`config.mk`:
```
export PLATFORM = sky130hd
export DESIGN_NAME = flsr_top
export DESIGN_NICKNAME = d
export VERILOG_FILES = /design/src/design/flsr_pkg.sv /design/src/design/flsr_top.sv
export SDC_FILE = /design/constraint.sdc
export NUM_CORES = 1
export LEC_CHECK = 0
export BUFFER_PORTS_ARGS = -buffer_cell sky130_fd_sc_hd__buf_2
export CORE_MARGIN = 2
export CORE_UTILIZATION = 25
export CTS_CLUSTER_SIZE = 10
export DETAILED_ROUTE_END_ITERATION = 7
export HOLD_SLACK_MARGIN = 0.1
export PLACE_DENSITY = 0.57
export REMOVE_ABC_BUFFERS = 1
export SYNTH_ARGS = -nofsm -noshare
export SYNTH_HDL_FRONTEND = slang
export SYNTH_SLANG_ARGS = --single-unit
export TNS_END_PERCENT = 10
```
`constraint.sdc`:
```
create_clock -name aclk -period 1.7 [get_ports aclk]
set_input_delay 0 -clock aclk [delete_from_list [all_inputs] [get_ports aclk]]
set_output_delay 0 -clock aclk [all_outputs]
set_load 0.02 [all_outputs]
```
`src/design/flsr_pkg.sv`:
```
// package for the fuse, lock and signature readback block
// assumes a 25 MHz core clock and a 32-bit AXI4-Lite register bus
package flsr_pkg;

	// register bus
	localparam int         ADDR_W      = 12;
	localparam logic [11:0] CTRL_OFFS  = 12'h000;
	localparam logic [11:0] STAT_OFFS  = 12'h004;
	localparam logic [1:0] RESP_OKAY   = 2'h0;
	localparam logic [1:0] RESP_SLVERR = 2'h2;

	// control register bit positions
	localparam int CTL_ENABLE_BIT  = 0;
	localparam int CTL_ERASE_BIT   = 1;
	localparam int CTL_WRITE_BIT   = 2;
	localparam int CTL_LOCKSET_BIT = 3;
	localparam int CTL_REEN_BIT    = 4;
	localparam int CTL_SIGREAD_BIT = 5;
	localparam int CTL_BUSY_BIT    = 6;

	// status register bit positions
	localparam int STAT_LOCK_LSB  = 0;
	localparam int STAT_PROG_BIT  = 6;
	localparam int STAT_EE_BIT    = 7;

	// load pointer map for fuses and lock bits
	localparam logic [15:0] PTR_FUSE_LOW  = 16'h0000;
	localparam logic [15:0] PTR_LOCK      = 16'h0001;
	localparam logic [15:0] PTR_FUSE_EXT  = 16'h0002;
	localparam logic [15:0] PTR_FUSE_HIGH = 16'h0003;

	// load pointer map for the signature row
	localparam logic [15:0] PTR_SIG1 = 16'h0000;
	localparam logic [15:0] PTR_CAL  = 16'h0001;
	localparam logic [15:0] PTR_SIG2 = 16'h0002;
	localparam logic [15:0] PTR_SIG3 = 16'h0004;

	// reset and fill values
	localparam logic [5:0] LOCK_RESET   = 6'h3f;
	localparam logic [7:0] BLOCKED_DATA = 8'hff;
	localparam logic [15:0] NO_READ_WHILE_WRITE_SECTION_START  = 16'h1800;

	// timing windows in core cycles after the arming write
	localparam logic [2:0] LPM_WINDOW = 3'h3;
	localparam logic [2:0] SPM_WINDOW = 3'h4;

	// programming time
	localparam longint CLK_PERIOD_NS = 40;
	localparam longint PROG_MIN_NS   = 3700000;
	localparam longint PROG_MAX_NS   = 4500000;
	localparam int     PROG_MIN_CYC  =
		int'((PROG_MIN_NS + CLK_PERIOD_NS - 1) / CLK_PERIOD_NS);
	localparam int     PROG_MAX_CYC  = int'(PROG_MAX_NS / CLK_PERIOD_NS);

	// kind of nonvolatile operation started
	typedef enum logic [1:0] {
		OP_FILL,
		OP_ERASE,
		OP_WRITE,
		OP_LOCK
	} flsr_op_t;

endpackage : flsr_pkg

```
`src/design/flsr_top.sv`:
```
// fuse, lock and signature readback with store-program sequencing
// assumes core load/store strobes, pointer and fuse levels on aclk
//
// Chosen here: the placing of the registers and register access over AXI4-Lite.
`timescale 1ns/100ps
module flsr_top
	import flsr_pkg::*;
#(
	parameter int         PROG_CYCLES = PROG_MIN_CYC,
	parameter int         PCW         = 17,
	parameter logic [7:0] SIG_BYTE1   = 8'h5a, // arbitrary value
	parameter logic [7:0] SIG_BYTE2   = 8'h01, // arbitrary value
	parameter logic [7:0] SIG_BYTE3   = 8'h02  // arbitrary value
)
(
	// clock and resets
	input  wire logic              aclk,
	input  wire logic              aresetn,
	input  wire logic              por_n,
	// axi4-lite write
	input  wire logic              awvalid,
	output logic                   awready,
	input  wire logic [ADDR_W-1:0] awaddr,
	input  wire logic              wvalid,
	output logic                   wready,
	input  wire logic [31:0]       wdata,
	input  wire logic [3:0]        wstrb,
	output logic                   bvalid,
	input  wire logic              bready,
	output logic [1:0]             bresp,
	// axi4-lite read
	input  wire logic              arvalid,
	output logic                   arready,
	input  wire logic [ADDR_W-1:0] araddr,
	output logic                   rvalid,
	input  wire logic              rready,
	output logic [31:0]            rdata,
	output logic [1:0]             rresp,
	// core load and store-program
	input  wire logic              lpm_req,
	input  wire logic [15:0]       lpm_ptr,
	output logic                   lpm_ack,
	output logic [7:0]             lpm_data,
	input  wire logic              spm_req,
	input  wire logic [15:0]       spm_ptr,
	input  wire logic [7:0]        spm_r0,
	// flash array and nonvolatile levels
	input  wire logic [7:0]        flash_rdata,
	input  wire logic [7:0]        fuse_low_byte,
	input  wire logic [7:0]        fuse_high_byte,
	input  wire logic [3:0]        fuse_extended_byte,
	input  wire logic [7:0]        osc_cal,
	input  wire logic              eeprom_write_busy,
	// nonvolatile operation control
	output logic                   nv_op_start,
	output flsr_op_t               nv_op_kind,
	output logic [15:0]            nv_op_page,
	output logic                   nv_busy,
	output logic [5:0]             lock_bits
);

	typedef enum logic [1:0] {ST_IDLE, ST_ARMED, ST_PROG} flsr_state_t;
	flsr_state_t         state_q, state_d;
	logic [5:0]          ctl_q, ctl_d;
	logic [2:0]          cnt_q;
	logic [PCW-1:0]      prog_cnt_q;
	logic [5:0]          lock_q;
	logic                rww_busy_q;
	logic                aw_have_q, w_have_q;
	logic [ADDR_W-1:0]   awaddr_q;
	logic [31:0]         wdata_q;
	logic [3:0]          wstrb_q;
	logic                awready_q, wready_q, bvalid_q, arready_q, rvalid_q;
	logic [1:0]          bresp_q, rresp_q;
	logic [31:0]         rdata_q;
	logic                lpm_ack_q, nv_op_start_q;
	logic [7:0]          lpm_data_q;
	flsr_op_t            nv_op_kind_q;
	logic [15:0]         nv_op_page_q;

	// reset decode: a running write survives the system reset
	wire eng_rst = ~por_n | (~aresetn & (state_q != ST_PROG));
	// bus write decode
	wire aw_take  = awvalid & awready_q;
	wire w_take   = wvalid & wready_q;
	wire wr_fire  = aw_have_q & w_have_q & ~bvalid_q;
	wire wr_ctl   = wr_fire & (awaddr_q == CTRL_OFFS);
	wire wr_hit   = wr_ctl | (awaddr_q == STAT_OFFS);
	wire aw_have_d = ~wr_fire & (aw_have_q | aw_take);
	wire w_have_d  = ~wr_fire & (w_have_q | w_take);
	wire bvalid_d  = wr_fire | (bvalid_q & ~bready);
	wire ctl_load = wr_ctl & wstrb_q[0] & wdata_q[CTL_ENABLE_BIT]
		& ~eeprom_write_busy & (state_q == ST_IDLE);
	// bus read decode
	wire ar_take  = arvalid & arready_q;
	wire rvalid_d = ar_take | (rvalid_q & ~rready);
	wire rd_ctl   = (araddr == CTRL_OFFS);
	wire rd_stat  = (araddr == STAT_OFFS);
	wire [31:0] ctl_word = {25'h0, rww_busy_q, ctl_q};
	wire [31:0] stat_word = {24'h0, eeprom_write_busy,
		(state_q == ST_PROG), lock_q};
	wire [31:0] rd_word = rd_ctl ? ctl_word : (rd_stat ? stat_word : 32'h0);
	// arming decode
	wire armed     = (state_q == ST_ARMED);
	wire arm_sig   = ctl_q[CTL_SIGREAD_BIT];
	wire arm_lock  = ctl_q[CTL_LOCKSET_BIT];
	wire arm_erase = ctl_q[CTL_ERASE_BIT];
	wire arm_write = ctl_q[CTL_WRITE_BIT];
	wire arm_reen  = ctl_q[CTL_REEN_BIT];
	// windows counted from the cycle after the write
	wire lpm_open  = armed & (cnt_q < LPM_WINDOW);
	wire spm_open  = armed & (cnt_q < SPM_WINDOW) & ~arm_sig;
	// load inside the window is special under signature or lock-set arming with no EEPROM write busy
	wire lpm_special = lpm_req & lpm_open & (arm_sig | arm_lock)
		& ~eeprom_write_busy;
	wire spm_take  = spm_req & spm_open;
	wire spm_timed = spm_take & (arm_erase | arm_write | arm_lock);
	// signature arming lapses after the load window
	// lock-set arming lapses after the store window
	wire expire = armed & (arm_sig ? (cnt_q == LPM_WINDOW - 3'h1)
		: (cnt_q == SPM_WINDOW - 3'h1));
	// programming time from the minimum cycle count
	wire prog_done = (state_q == ST_PROG)
		& (prog_cnt_q == PCW'(PROG_CYCLES - 1));
	// lock byte layout with undefined top bits as one
	// stored bits read zero when programmed
	wire [7:0] lock_byte = {2'h3, lock_q};
	// extended fuse at 0x0002, top nibble ones
	wire [7:0] fuse_data =
		(lpm_ptr == PTR_LOCK)      ? lock_byte :
		(lpm_ptr == PTR_FUSE_LOW)  ? fuse_low_byte :
		(lpm_ptr == PTR_FUSE_EXT)  ? {4'hf, fuse_extended_byte} :
		(lpm_ptr == PTR_FUSE_HIGH) ? fuse_high_byte : BLOCKED_DATA;
	wire [7:0] sig_data =
		(lpm_ptr == PTR_SIG1) ? SIG_BYTE1 :
		(lpm_ptr == PTR_CAL)  ? osc_cal :
		(lpm_ptr == PTR_SIG2) ? SIG_BYTE2 :
		(lpm_ptr == PTR_SIG3) ? SIG_BYTE3 : BLOCKED_DATA;
	wire rww_block = rww_busy_q & (lpm_ptr < NO_READ_WHILE_WRITE_SECTION_START);
	wire [7:0] lpm_data_d = lpm_special ? (arm_sig ? sig_data : fuse_data)
		: (rww_block ? BLOCKED_DATA : flash_rdata);
	// busy flag set by section ops, cleared by re-enable
	wire rww_set   = spm_take & (arm_erase | arm_write)
		& (spm_ptr < NO_READ_WHILE_WRITE_SECTION_START);
	wire rww_clear = spm_take & arm_reen & ~rww_set;
	wire rww_busy_d = rww_set | (rww_busy_q & ~rww_clear);
	// operation kind for the array
	wire [1:0] op_kind_d = arm_lock ? OP_LOCK : (arm_write ? OP_WRITE
		: (arm_erase ? OP_ERASE : OP_FILL));
	wire op_start_d = spm_take & ~arm_reen;

	always_comb
	begin
		state_d = state_q;
		unique case (state_q)
			ST_IDLE:
			begin
				if (ctl_load)
					state_d = ST_ARMED;
			end
			ST_ARMED:
			begin
				// clear on special load completion, on an untimed store or on timeout
				if (spm_timed)
					state_d = ST_PROG;
				else if (lpm_special | spm_take | expire)
					state_d = ST_IDLE;
			end
			ST_PROG:
			begin
				// enable bit drops when the write ends
				if (prog_done)
					state_d = ST_IDLE;
			end
		endcase
	end

	assign ctl_d = ctl_load ? wdata_q[5:0]
		: ((state_d == ST_IDLE) ? 6'h00 : ctl_q);

	// engine held through system reset while programming
	always_ff @(posedge aclk)
	begin
		if (eng_rst)
		begin
			state_q    <= ST_IDLE;
			ctl_q      <= 6'h00;
			cnt_q      <= 3'h0;
			rww_busy_q <= 1'b0;
		end
		else
		begin
			state_q    <= state_d;
			ctl_q      <= ctl_d;
			cnt_q      <= ctl_load ? 3'h0 : cnt_q + 3'h1;
			rww_busy_q <= rww_busy_d;
		end
	end

	always_ff @(posedge aclk)
	begin
		if (~por_n | (state_q != ST_PROG))
			prog_cnt_q <= '0;
		else
			prog_cnt_q <= prog_cnt_q + PCW'(1);
	end

	// lock bits programmed to zero by cleared data bits
	always_ff @(posedge aclk)
	begin
		if (~por_n)
			lock_q <= LOCK_RESET;
		else if (spm_take & arm_lock & ~eng_rst)
			lock_q <= lock_q & spm_r0[5:0];
	end

	// core side answers
	always_ff @(posedge aclk)
	begin
		if (~aresetn)
		begin
			lpm_ack_q     <= 1'b0;
			lpm_data_q    <= 8'h00;
			nv_op_start_q <= 1'b0;
			nv_op_kind_q  <= OP_FILL;
			nv_op_page_q  <= 16'h0000;
		end
		else
		begin
			lpm_ack_q     <= lpm_req;
			lpm_data_q    <= lpm_req ? lpm_data_d : lpm_data_q;
			nv_op_start_q <= op_start_d;
			nv_op_kind_q  <= op_start_d ? flsr_op_t'(op_kind_d) : nv_op_kind_q;
			nv_op_page_q  <= op_start_d ? spm_ptr : nv_op_page_q;
		end
	end

	// bus write channel
	always_ff @(posedge aclk)
	begin
		if (~aresetn)
		begin
			aw_have_q <= 1'b0;
			w_have_q  <= 1'b0;
			awready_q <= 1'b0;
			wready_q  <= 1'b0;
			bvalid_q  <= 1'b0;
			bresp_q   <= RESP_OKAY;
			awaddr_q  <= '0;
			wdata_q   <= 32'h0;
			wstrb_q   <= 4'h0;
		end
		else
		begin
			aw_have_q <= aw_have_d;
			w_have_q  <= w_have_d;
			awready_q <= ~aw_have_d;
			wready_q  <= ~w_have_d;
			bvalid_q  <= bvalid_d;
			bresp_q   <= wr_fire ? (wr_hit ? RESP_OKAY : RESP_SLVERR) : bresp_q;
			awaddr_q  <= aw_take ? awaddr : awaddr_q;
			wdata_q   <= w_take ? wdata : wdata_q;
			wstrb_q   <= w_take ? wstrb : wstrb_q;
		end
	end

	// bus read channel
	always_ff @(posedge aclk)
	begin
		if (~aresetn)
		begin
			arready_q <= 1'b0;
			rvalid_q  <= 1'b0;
			rdata_q   <= 32'h0;
			rresp_q   <= RESP_OKAY;
		end
		else
		begin
			arready_q <= ~rvalid_d;
			rvalid_q  <= rvalid_d;
			rdata_q   <= ar_take ? rd_word : rdata_q;
			rresp_q   <= ar_take ? ((rd_ctl | rd_stat) ? RESP_OKAY : RESP_SLVERR)
				: rresp_q;
		end
	end

	assign awready     = awready_q;
	assign wready      = wready_q;
	assign bvalid      = bvalid_q;
	assign bresp       = bresp_q;
	assign arready     = arready_q;
	assign rvalid      = rvalid_q;
	assign rdata       = rdata_q;
	assign rresp       = rresp_q;
	assign lpm_ack     = lpm_ack_q;
	assign lpm_data    = lpm_data_q;
	assign nv_op_start = nv_op_start_q;
	assign nv_op_kind  = nv_op_kind_q;
	assign nv_op_page  = nv_op_page_q;
	assign lock_bits   = lock_q;

	// busy shown while a timed operation runs
	always_ff @(posedge aclk)
	begin
		if (~por_n)
			nv_busy <= 1'b0;
		else
			nv_busy <= (state_d == ST_PROG) & ~eng_rst;
	end

endmodule : flsr_top

```
Word-level counts from Yosys, hierarchy flattened. Cells that the tools add are included.

Register bits after elaboration: 126. Bits of input ports: 147. Output and inout port bits: 76.

Eq/ne operators: 13. Magnitude comparators: 4. Reductions and logical operators: 7. Multiplexer cells: 26. Add/subtract/negate cells: 2. Bitwise gates (word level): 65.

Operators with widths (count): $mux W8 (13); $and A1 B1 Y1 (35); $eq A16 B2 Y1 const B (2); $lt A16 B13 Y1 const B (2); $eq A12 B3 Y1 const B (2); $logic_not A12 Y1 (2); $add A17 B1 Y17 const B (1); $eq A17 B17 Y1 const B (1); $eq A16 B1 Y1 const B (1); $eq A16 B3 Y1 const B (1); $logic_not A16 Y1 (1); $mux W2 (8); $not A1 Y1 (15); $or A1 B1 Y1 (14); $mux W6 (2); $and A6 B6 Y6 (1); $eq A3 B2 Y1 const B (2); $pmux W2 S3 (1); $eq A2 B2 Y1 const B (2); $logic_not A2 Y1 (2); $add A3 B1 Y3 const B (1); $lt A3 B2 Y1 const B (1); $lt A3 B3 Y1 const B (1); $eq A2 B1 Y1 const B (1); other kinds (4) (5).

Depth between registers and ports, before layout.
Depth in word-level cells: 13. Depth in mapped cells: 8.

Worst setup path before layout. Ideal clock, no wire load.

Path type: flip-flop to flip-flop. Start point: register state_q[0]. End point: register ctl_q[0]. Setup time: 0.075 ns. Cell stages (with the launch flop): 7. Data arrival time: 1.641 ns. Setup slack: -0.017 ns. Data required time: 1.625 ns. Path through: dfxtp_1 inv_1 ha_1 or3_1 o211a_1 a31o_2 o22ai_1.

Longest elaborated chain between the ends: 12. Elaborated cells between the ends (all ways): 27. Classes of those cells: eq/ne (3); mux (6); bitwise (15); reduce/logical (3).

RTL lines: start: declaration (line flsr_top.sv:63) `flsr_state_t state_q, state_d;`; start signal: assignment (line flsr_top.sv:193) `state_q <= state_d;`; $eq A2 B1 Y1 (line flsr_top.sv:104, flsr_top.sv:155); $and A1 B1 Y1 (line flsr_top.sv:111) `wire lpm_open = armed & (cnt_q < LPM_WINDOW);`; $and A1 B1 Y1 (2 in series) (line flsr_top.sv:114) `wire lpm_special = lpm_req & lpm_open & (arm_sig | arm_lock)`; $and A1 B1 Y1 (line flsr_top.sv:115) `& ~eeprom_write_busy;`; $or A1 B1 Y1 (2 in series) (line flsr_top.sv:166) `else if (lpm_special | spm_take | expire)`; $mux W2 (line flsr_top.sv:166); $mux W2 (line flsr_top.sv:164) `if (spm_timed)`; $pmux W2 S3 (line flsr_top.sv:155) `unique case (state_q)`; $logic_not A2 Y1 (line flsr_top.sv:179) `: ((state_d == ST_IDLE) ? 6'h00 : ctl_q);`; $reduce_bool A2 Y1 (no source line); end signal: assignment (line flsr_top.sv:194) `ctl_q <= ctl_d;`; end: declaration (line flsr_top.sv:64) `logic [5:0] ctl_q, ctl_d;`.

Parallel ways exist; a longest one is shown, timed or not. A chain may end at the register's enable or synchronous reset.

Worst setup path after layout.
Start point: register state_q[0]. End point: register ctl_q[5].

The elaborated chain is that of the path after synthesis.

==> flow_metrics.tcl <==
set metrics [dict create \
    ys_ff_latch 100 \
    synth_cell_types 59 \
    cts_tree "built" \
    syn-cell-area_um2 4730 \
    cts_sinks 100 \
    grt_first_pass_wirelength_um 22000 \
    cts-root-buf "clkbuf_16" \
    hold_viol_final 0 \
    n_antenna_cell 0 \
    clkPwrFrac_pct 42.7 \
    skew_ps 6.51 \
    max_freq_mhz 592 \
    p_seq_share_pct 45.1 \
    p_comb_share_pct 12.2 \
    synthArstFlopShare_pct 0 \
    ios 223 \
    crit_arrival_ps 1970 \
    r2r-start "state_q[0]$_SDFF_PP0_" \
    design_area_um2 7050 \
    path_delay_family "compound AO/OA/AOI/OAI gates" \
    crit_fanout 6 \
    nets 961 \
    p_leak_nw 2.94 \
    final_util_pct 37.8 \
    critPathLaunch "state_q[0]$_SDFF_PP0_" \
    core.rowCount 50 \
    clk_pin_slew_worst_paths_ps 70 \
    placed_cell_area_um2 5950 \
    grt_max_degree 55 \
    ys_warn_count 0 \
    drt_wl_total_um 14200 \
    fillers 1929 \
    avgViaCountPerCell 4.52 \
    core_area_um2 18600 \
    track_usage_pct 14.0 \
    synth-edff-count 0 \
    ant_nets 0 \
    seq_area_frac_synth_pct 42.4 \
    dp_slack_ps -51.0 \
    switching_share_pct 23.5 \
    drive_above_1_share_pct 30.7 \
    drv_cap 0 \
    dieHeight_um 141 \
    htree_levels 3 \
    syn_inst 555 \
    gp_congestion 0.835 \
    die-area_um2 20000 \
    critPathKind "reg -> reg" \
    required_ps 1980 \
    worst_path_largest_cell_delay_ps 370 \
    fin_setup_tns_ps 0 \
    end_kind "flip-flop" \
    grt_pass1_vias 4375 \
    drc 0 \
    drv_slew 0 \
    grt_overflow 0 \
    hpwl_um 10400 \
    hold_path_class "in -> reg" \
    synth_ff_type "dfxtp_1" \
    rsz0062_at_grt "yes" \
    syn_to_final_growth_pct 49.2 \
    path_buf_inv 1 \
    min_period_ps 1690 \
    crit_path_start_kind "flip-flop" \
    setup_violations 0 \
    wl_per_cell_um 13.5 \
    power.density_nw_per_um2 768 \
    hold_slack_ps 115 \
    clockBufferDepth 2 \
    ir_worst_vdd_uv 479 \
    critPathSlowestCell "dfxtp_4" \
    clock_latency_ps 350 \
    num_vias 4732 \
    cts_buffers 9 \
    drt_pass1_iterations 6 \
    finalCritPeriodShare_pct 99.3 \
    syn_area_per_cell_um2 8.51 \
    portBuffers 165 \
    antenna_found_initial 0 \
    status "completed" \
    internal-power_w 0.00414 \
    fin_ws_ps 11.8 \
    post-cts-setup-buffer-count 0 \
    min_from "lpm_req" \
    die-width_um 141 \
    path_cells "inv_4, ha_4, nand4b_1, or3_1, o211a_1, a31o_4, o2bb2ai_1" \
    p_sw_w 0.00127 \
    drt_iter0_drc 249 \
    initial_utilization_pct 25.3 \
]
[synthesized netlist by cell type (2+ instances only)]
library cell  number  area [um^2]
ha_1               7         87.6
inv_1             11         41.3
or3_1              4         25.0
a21boi_0          36          270
nor2b_1            5         31.3
o211a_1            3         30.0
nor3b_1            8         60.1
mux2_2             2         22.5
and2_1             8         50.1
nand3_1           19         95.1
xnor2_1            4         35.0
a32oi_1            2         17.5
nor4_1             8         50.1
o2bb2ai_1          6         52.6
nor3_1             5         25.0
and4bb_2           2         25.0
buf_2             10         50.1
nand2_1          103          387
mux4_2             4         90.1
nor4bb_1           2         20.0
and3_1             4         25.0
buf_4             26          195
a22o_1             2         17.5
dfxtp_1          100         2000
clkbuf_2           2         10.0
o22ai_1            5         31.3
and4_1             2         17.5
o21ai_0           25          125
nand2b_1           5         31.3
clkbuf_1          16         60.1
nand4_1            6         37.5
a21oi_1           11         55.1
a221oi_1           7         61.3
o21a_1             8         60.1
o22a_1             2         17.5
a31oi_1            2         12.5
xor2_1            10         87.6
nor2_1            47          176
o221ai_1           6         52.6
[path summary, 6_finish.rpt]
check,slack (ps),end,depth (start not counted)
worst max register to register,10,ctl_q[5]$_SDFFE_PP0P_,7
worst min-delay path,110,lpm_data[7]$_SDFFE_PN0P_,4
worst max-delay path,10,ctl_q[5]$_SDFFE_PP0P_,7
worst min register to register,440,lpm_data[7]$_SDFFE_PN0P_,2
[metrics by stage]
step | std cells | power, W
4_1_cts | 1046 | 0.00548
3_3_place_gp | 964 | 0.00304
3_5_place_dp | 964 | 0.00305
6_report | 1046 | 0.00542
2_1_floorplan | 525 | 0.00276
5_1_grt | 1046 | 0.00566
[cells by family (layout without fill, tap and decap cells)]
group / after synthesis / in the layout / share of synthesized area (%)
xor+xnor: 14 / 14 / 2.59
buf+inv: 66 / 298 / 7.78
mux: 6 / 6 / 2.38
compound gates: 124 / 124 / 18.7
other cells: 1 / 26 / 0.0794
simple gates: 237 / 237 / 24.3
flops: 100 / 100 / 42.4
fa+ha+maj: 7 / 7 / 1.85
[power by group through the flow]
| stage | Clock [W] | Combinational (W) | Sequential [W] |
|---|---|---|---|
| CTS | 0.00238 | 0.000663 | 0.00244 |
| global route | 0.00248 | 0.000731 | 0.00245 |
| finish | 0.00231 | 0.000663 | 0.00244 |
| detailed placement | 0 | 0.000547 | 0.00250 |
| global placement | 0 | 0.000545 | 0.00250 |
| floorplan | 0 | 0.000229 | 0.00253 |
[registers in the layout (all words and copies together) (netlist names), 2 cells and up]
signal,cells
awaddr_q,12
cnt_q,3
ctl_q,6
lock_bits,6
lpm_data,8
nv_op_kind,2
nv_op_page,16
prog_cnt_q,17
rdata,8
state_q,2
wdata_q,6
[worst reg2reg max path: cells and delay by family, from the launching register on]
| family | cells | cell delay (ps) |
|---|---|---|
| DFF | 1 | 370 |
| adders and majority gates | 1 | 130 |
| buffers and inverters | 1 | 60 |
| AOI/OAI and AO/OA | 3 | 600 |
| and+or+nand+nor | 2 | 480 |
[what timing repair did]
| action | in CTS | in global routing |
|---|---|---|
| resized for setup | 5 | 19 |
| setup endpoints to repair | 9 | 24 |
| hold buffers | 66 | 0 |
| endpoints found under the hold margin | 58 | 0 |
| pin swaps | 3 | 6 |
| gates cloned | 0 | 0 |
[cell type report]
| type | instances | area [um^2] | share of cell area, % |
|---|---|---|---|
| Clock buffer | 12 | 267 | 3.78 |
| Clock inverter | 4 | 70.1 | 0.994 |
| Inverter | 11 | 46.3 | 0.656 |
| Multi-Input combinational cell | 414 | 2540 | 36.1 |
| Sequential cell | 100 | 2010 | 28.5 |
| Tap cell | 234 | 293 | 4.15 |
| Timing Repair Buffer | 271 | 1820 | 25.9 |
[cells in the final DEF (no fill, tap or decap), types with 4 or more instances in the layout]
| master | netlist | routed |
|---|---|---|
| a21boi_0 | 36 | 35 |
| a21oi_1 | 11 | 11 |
| a221oi_1 | 7 | 7 |
| and2_1 | 8 | 7 |
| and3_1 | 4 | 4 |
| buf_2 | 10 | 165 |
| buf_4 | 26 | 37 |
| clkbuf_16 | 0 | 9 |
| conb_1 | 1 | 26 |
| dfxtp_1 | 100 | 98 |
| dlygate4sd3_1 | 0 | 66 |
| ha_1 | 7 | 4 |
| inv_1 | 11 | 9 |
| mux4_2 | 4 | 4 |
| nand2_1 | 103 | 103 |
| nand2b_1 | 5 | 5 |
| nand3_1 | 19 | 19 |
| nand4_1 | 6 | 6 |
| nor2_1 | 47 | 47 |
| nor2b_1 | 5 | 5 |
| nor3_1 | 5 | 5 |
| nor3b_1 | 8 | 8 |
| nor4_1 | 8 | 7 |
| o21a_1 | 8 | 8 |
| o21ai_0 | 25 | 25 |
| o221ai_1 | 6 | 5 |
| o22ai_1 | 5 | 5 |
| or3_1 | 4 | 4 |
| xnor2_1 | 4 | 4 |
| xor2_1 | 10 | 10 |
[metal layers]
| layer | vias to the layer above | global-route usage [%] | wire length (um) |
|---|---|---|---|
| met5 | - | 0 | 0 |
| met4 | 0 | 5.68 | 320 |
| met3 | 24 | 2.77 | 520 |
| met2 | 131 | 23.1 | 6830 |
| met1 | 2177 | 17.9 | 6490 |
| li1 | 2400 | - | - |
Power figures use the tool's default switching activity.
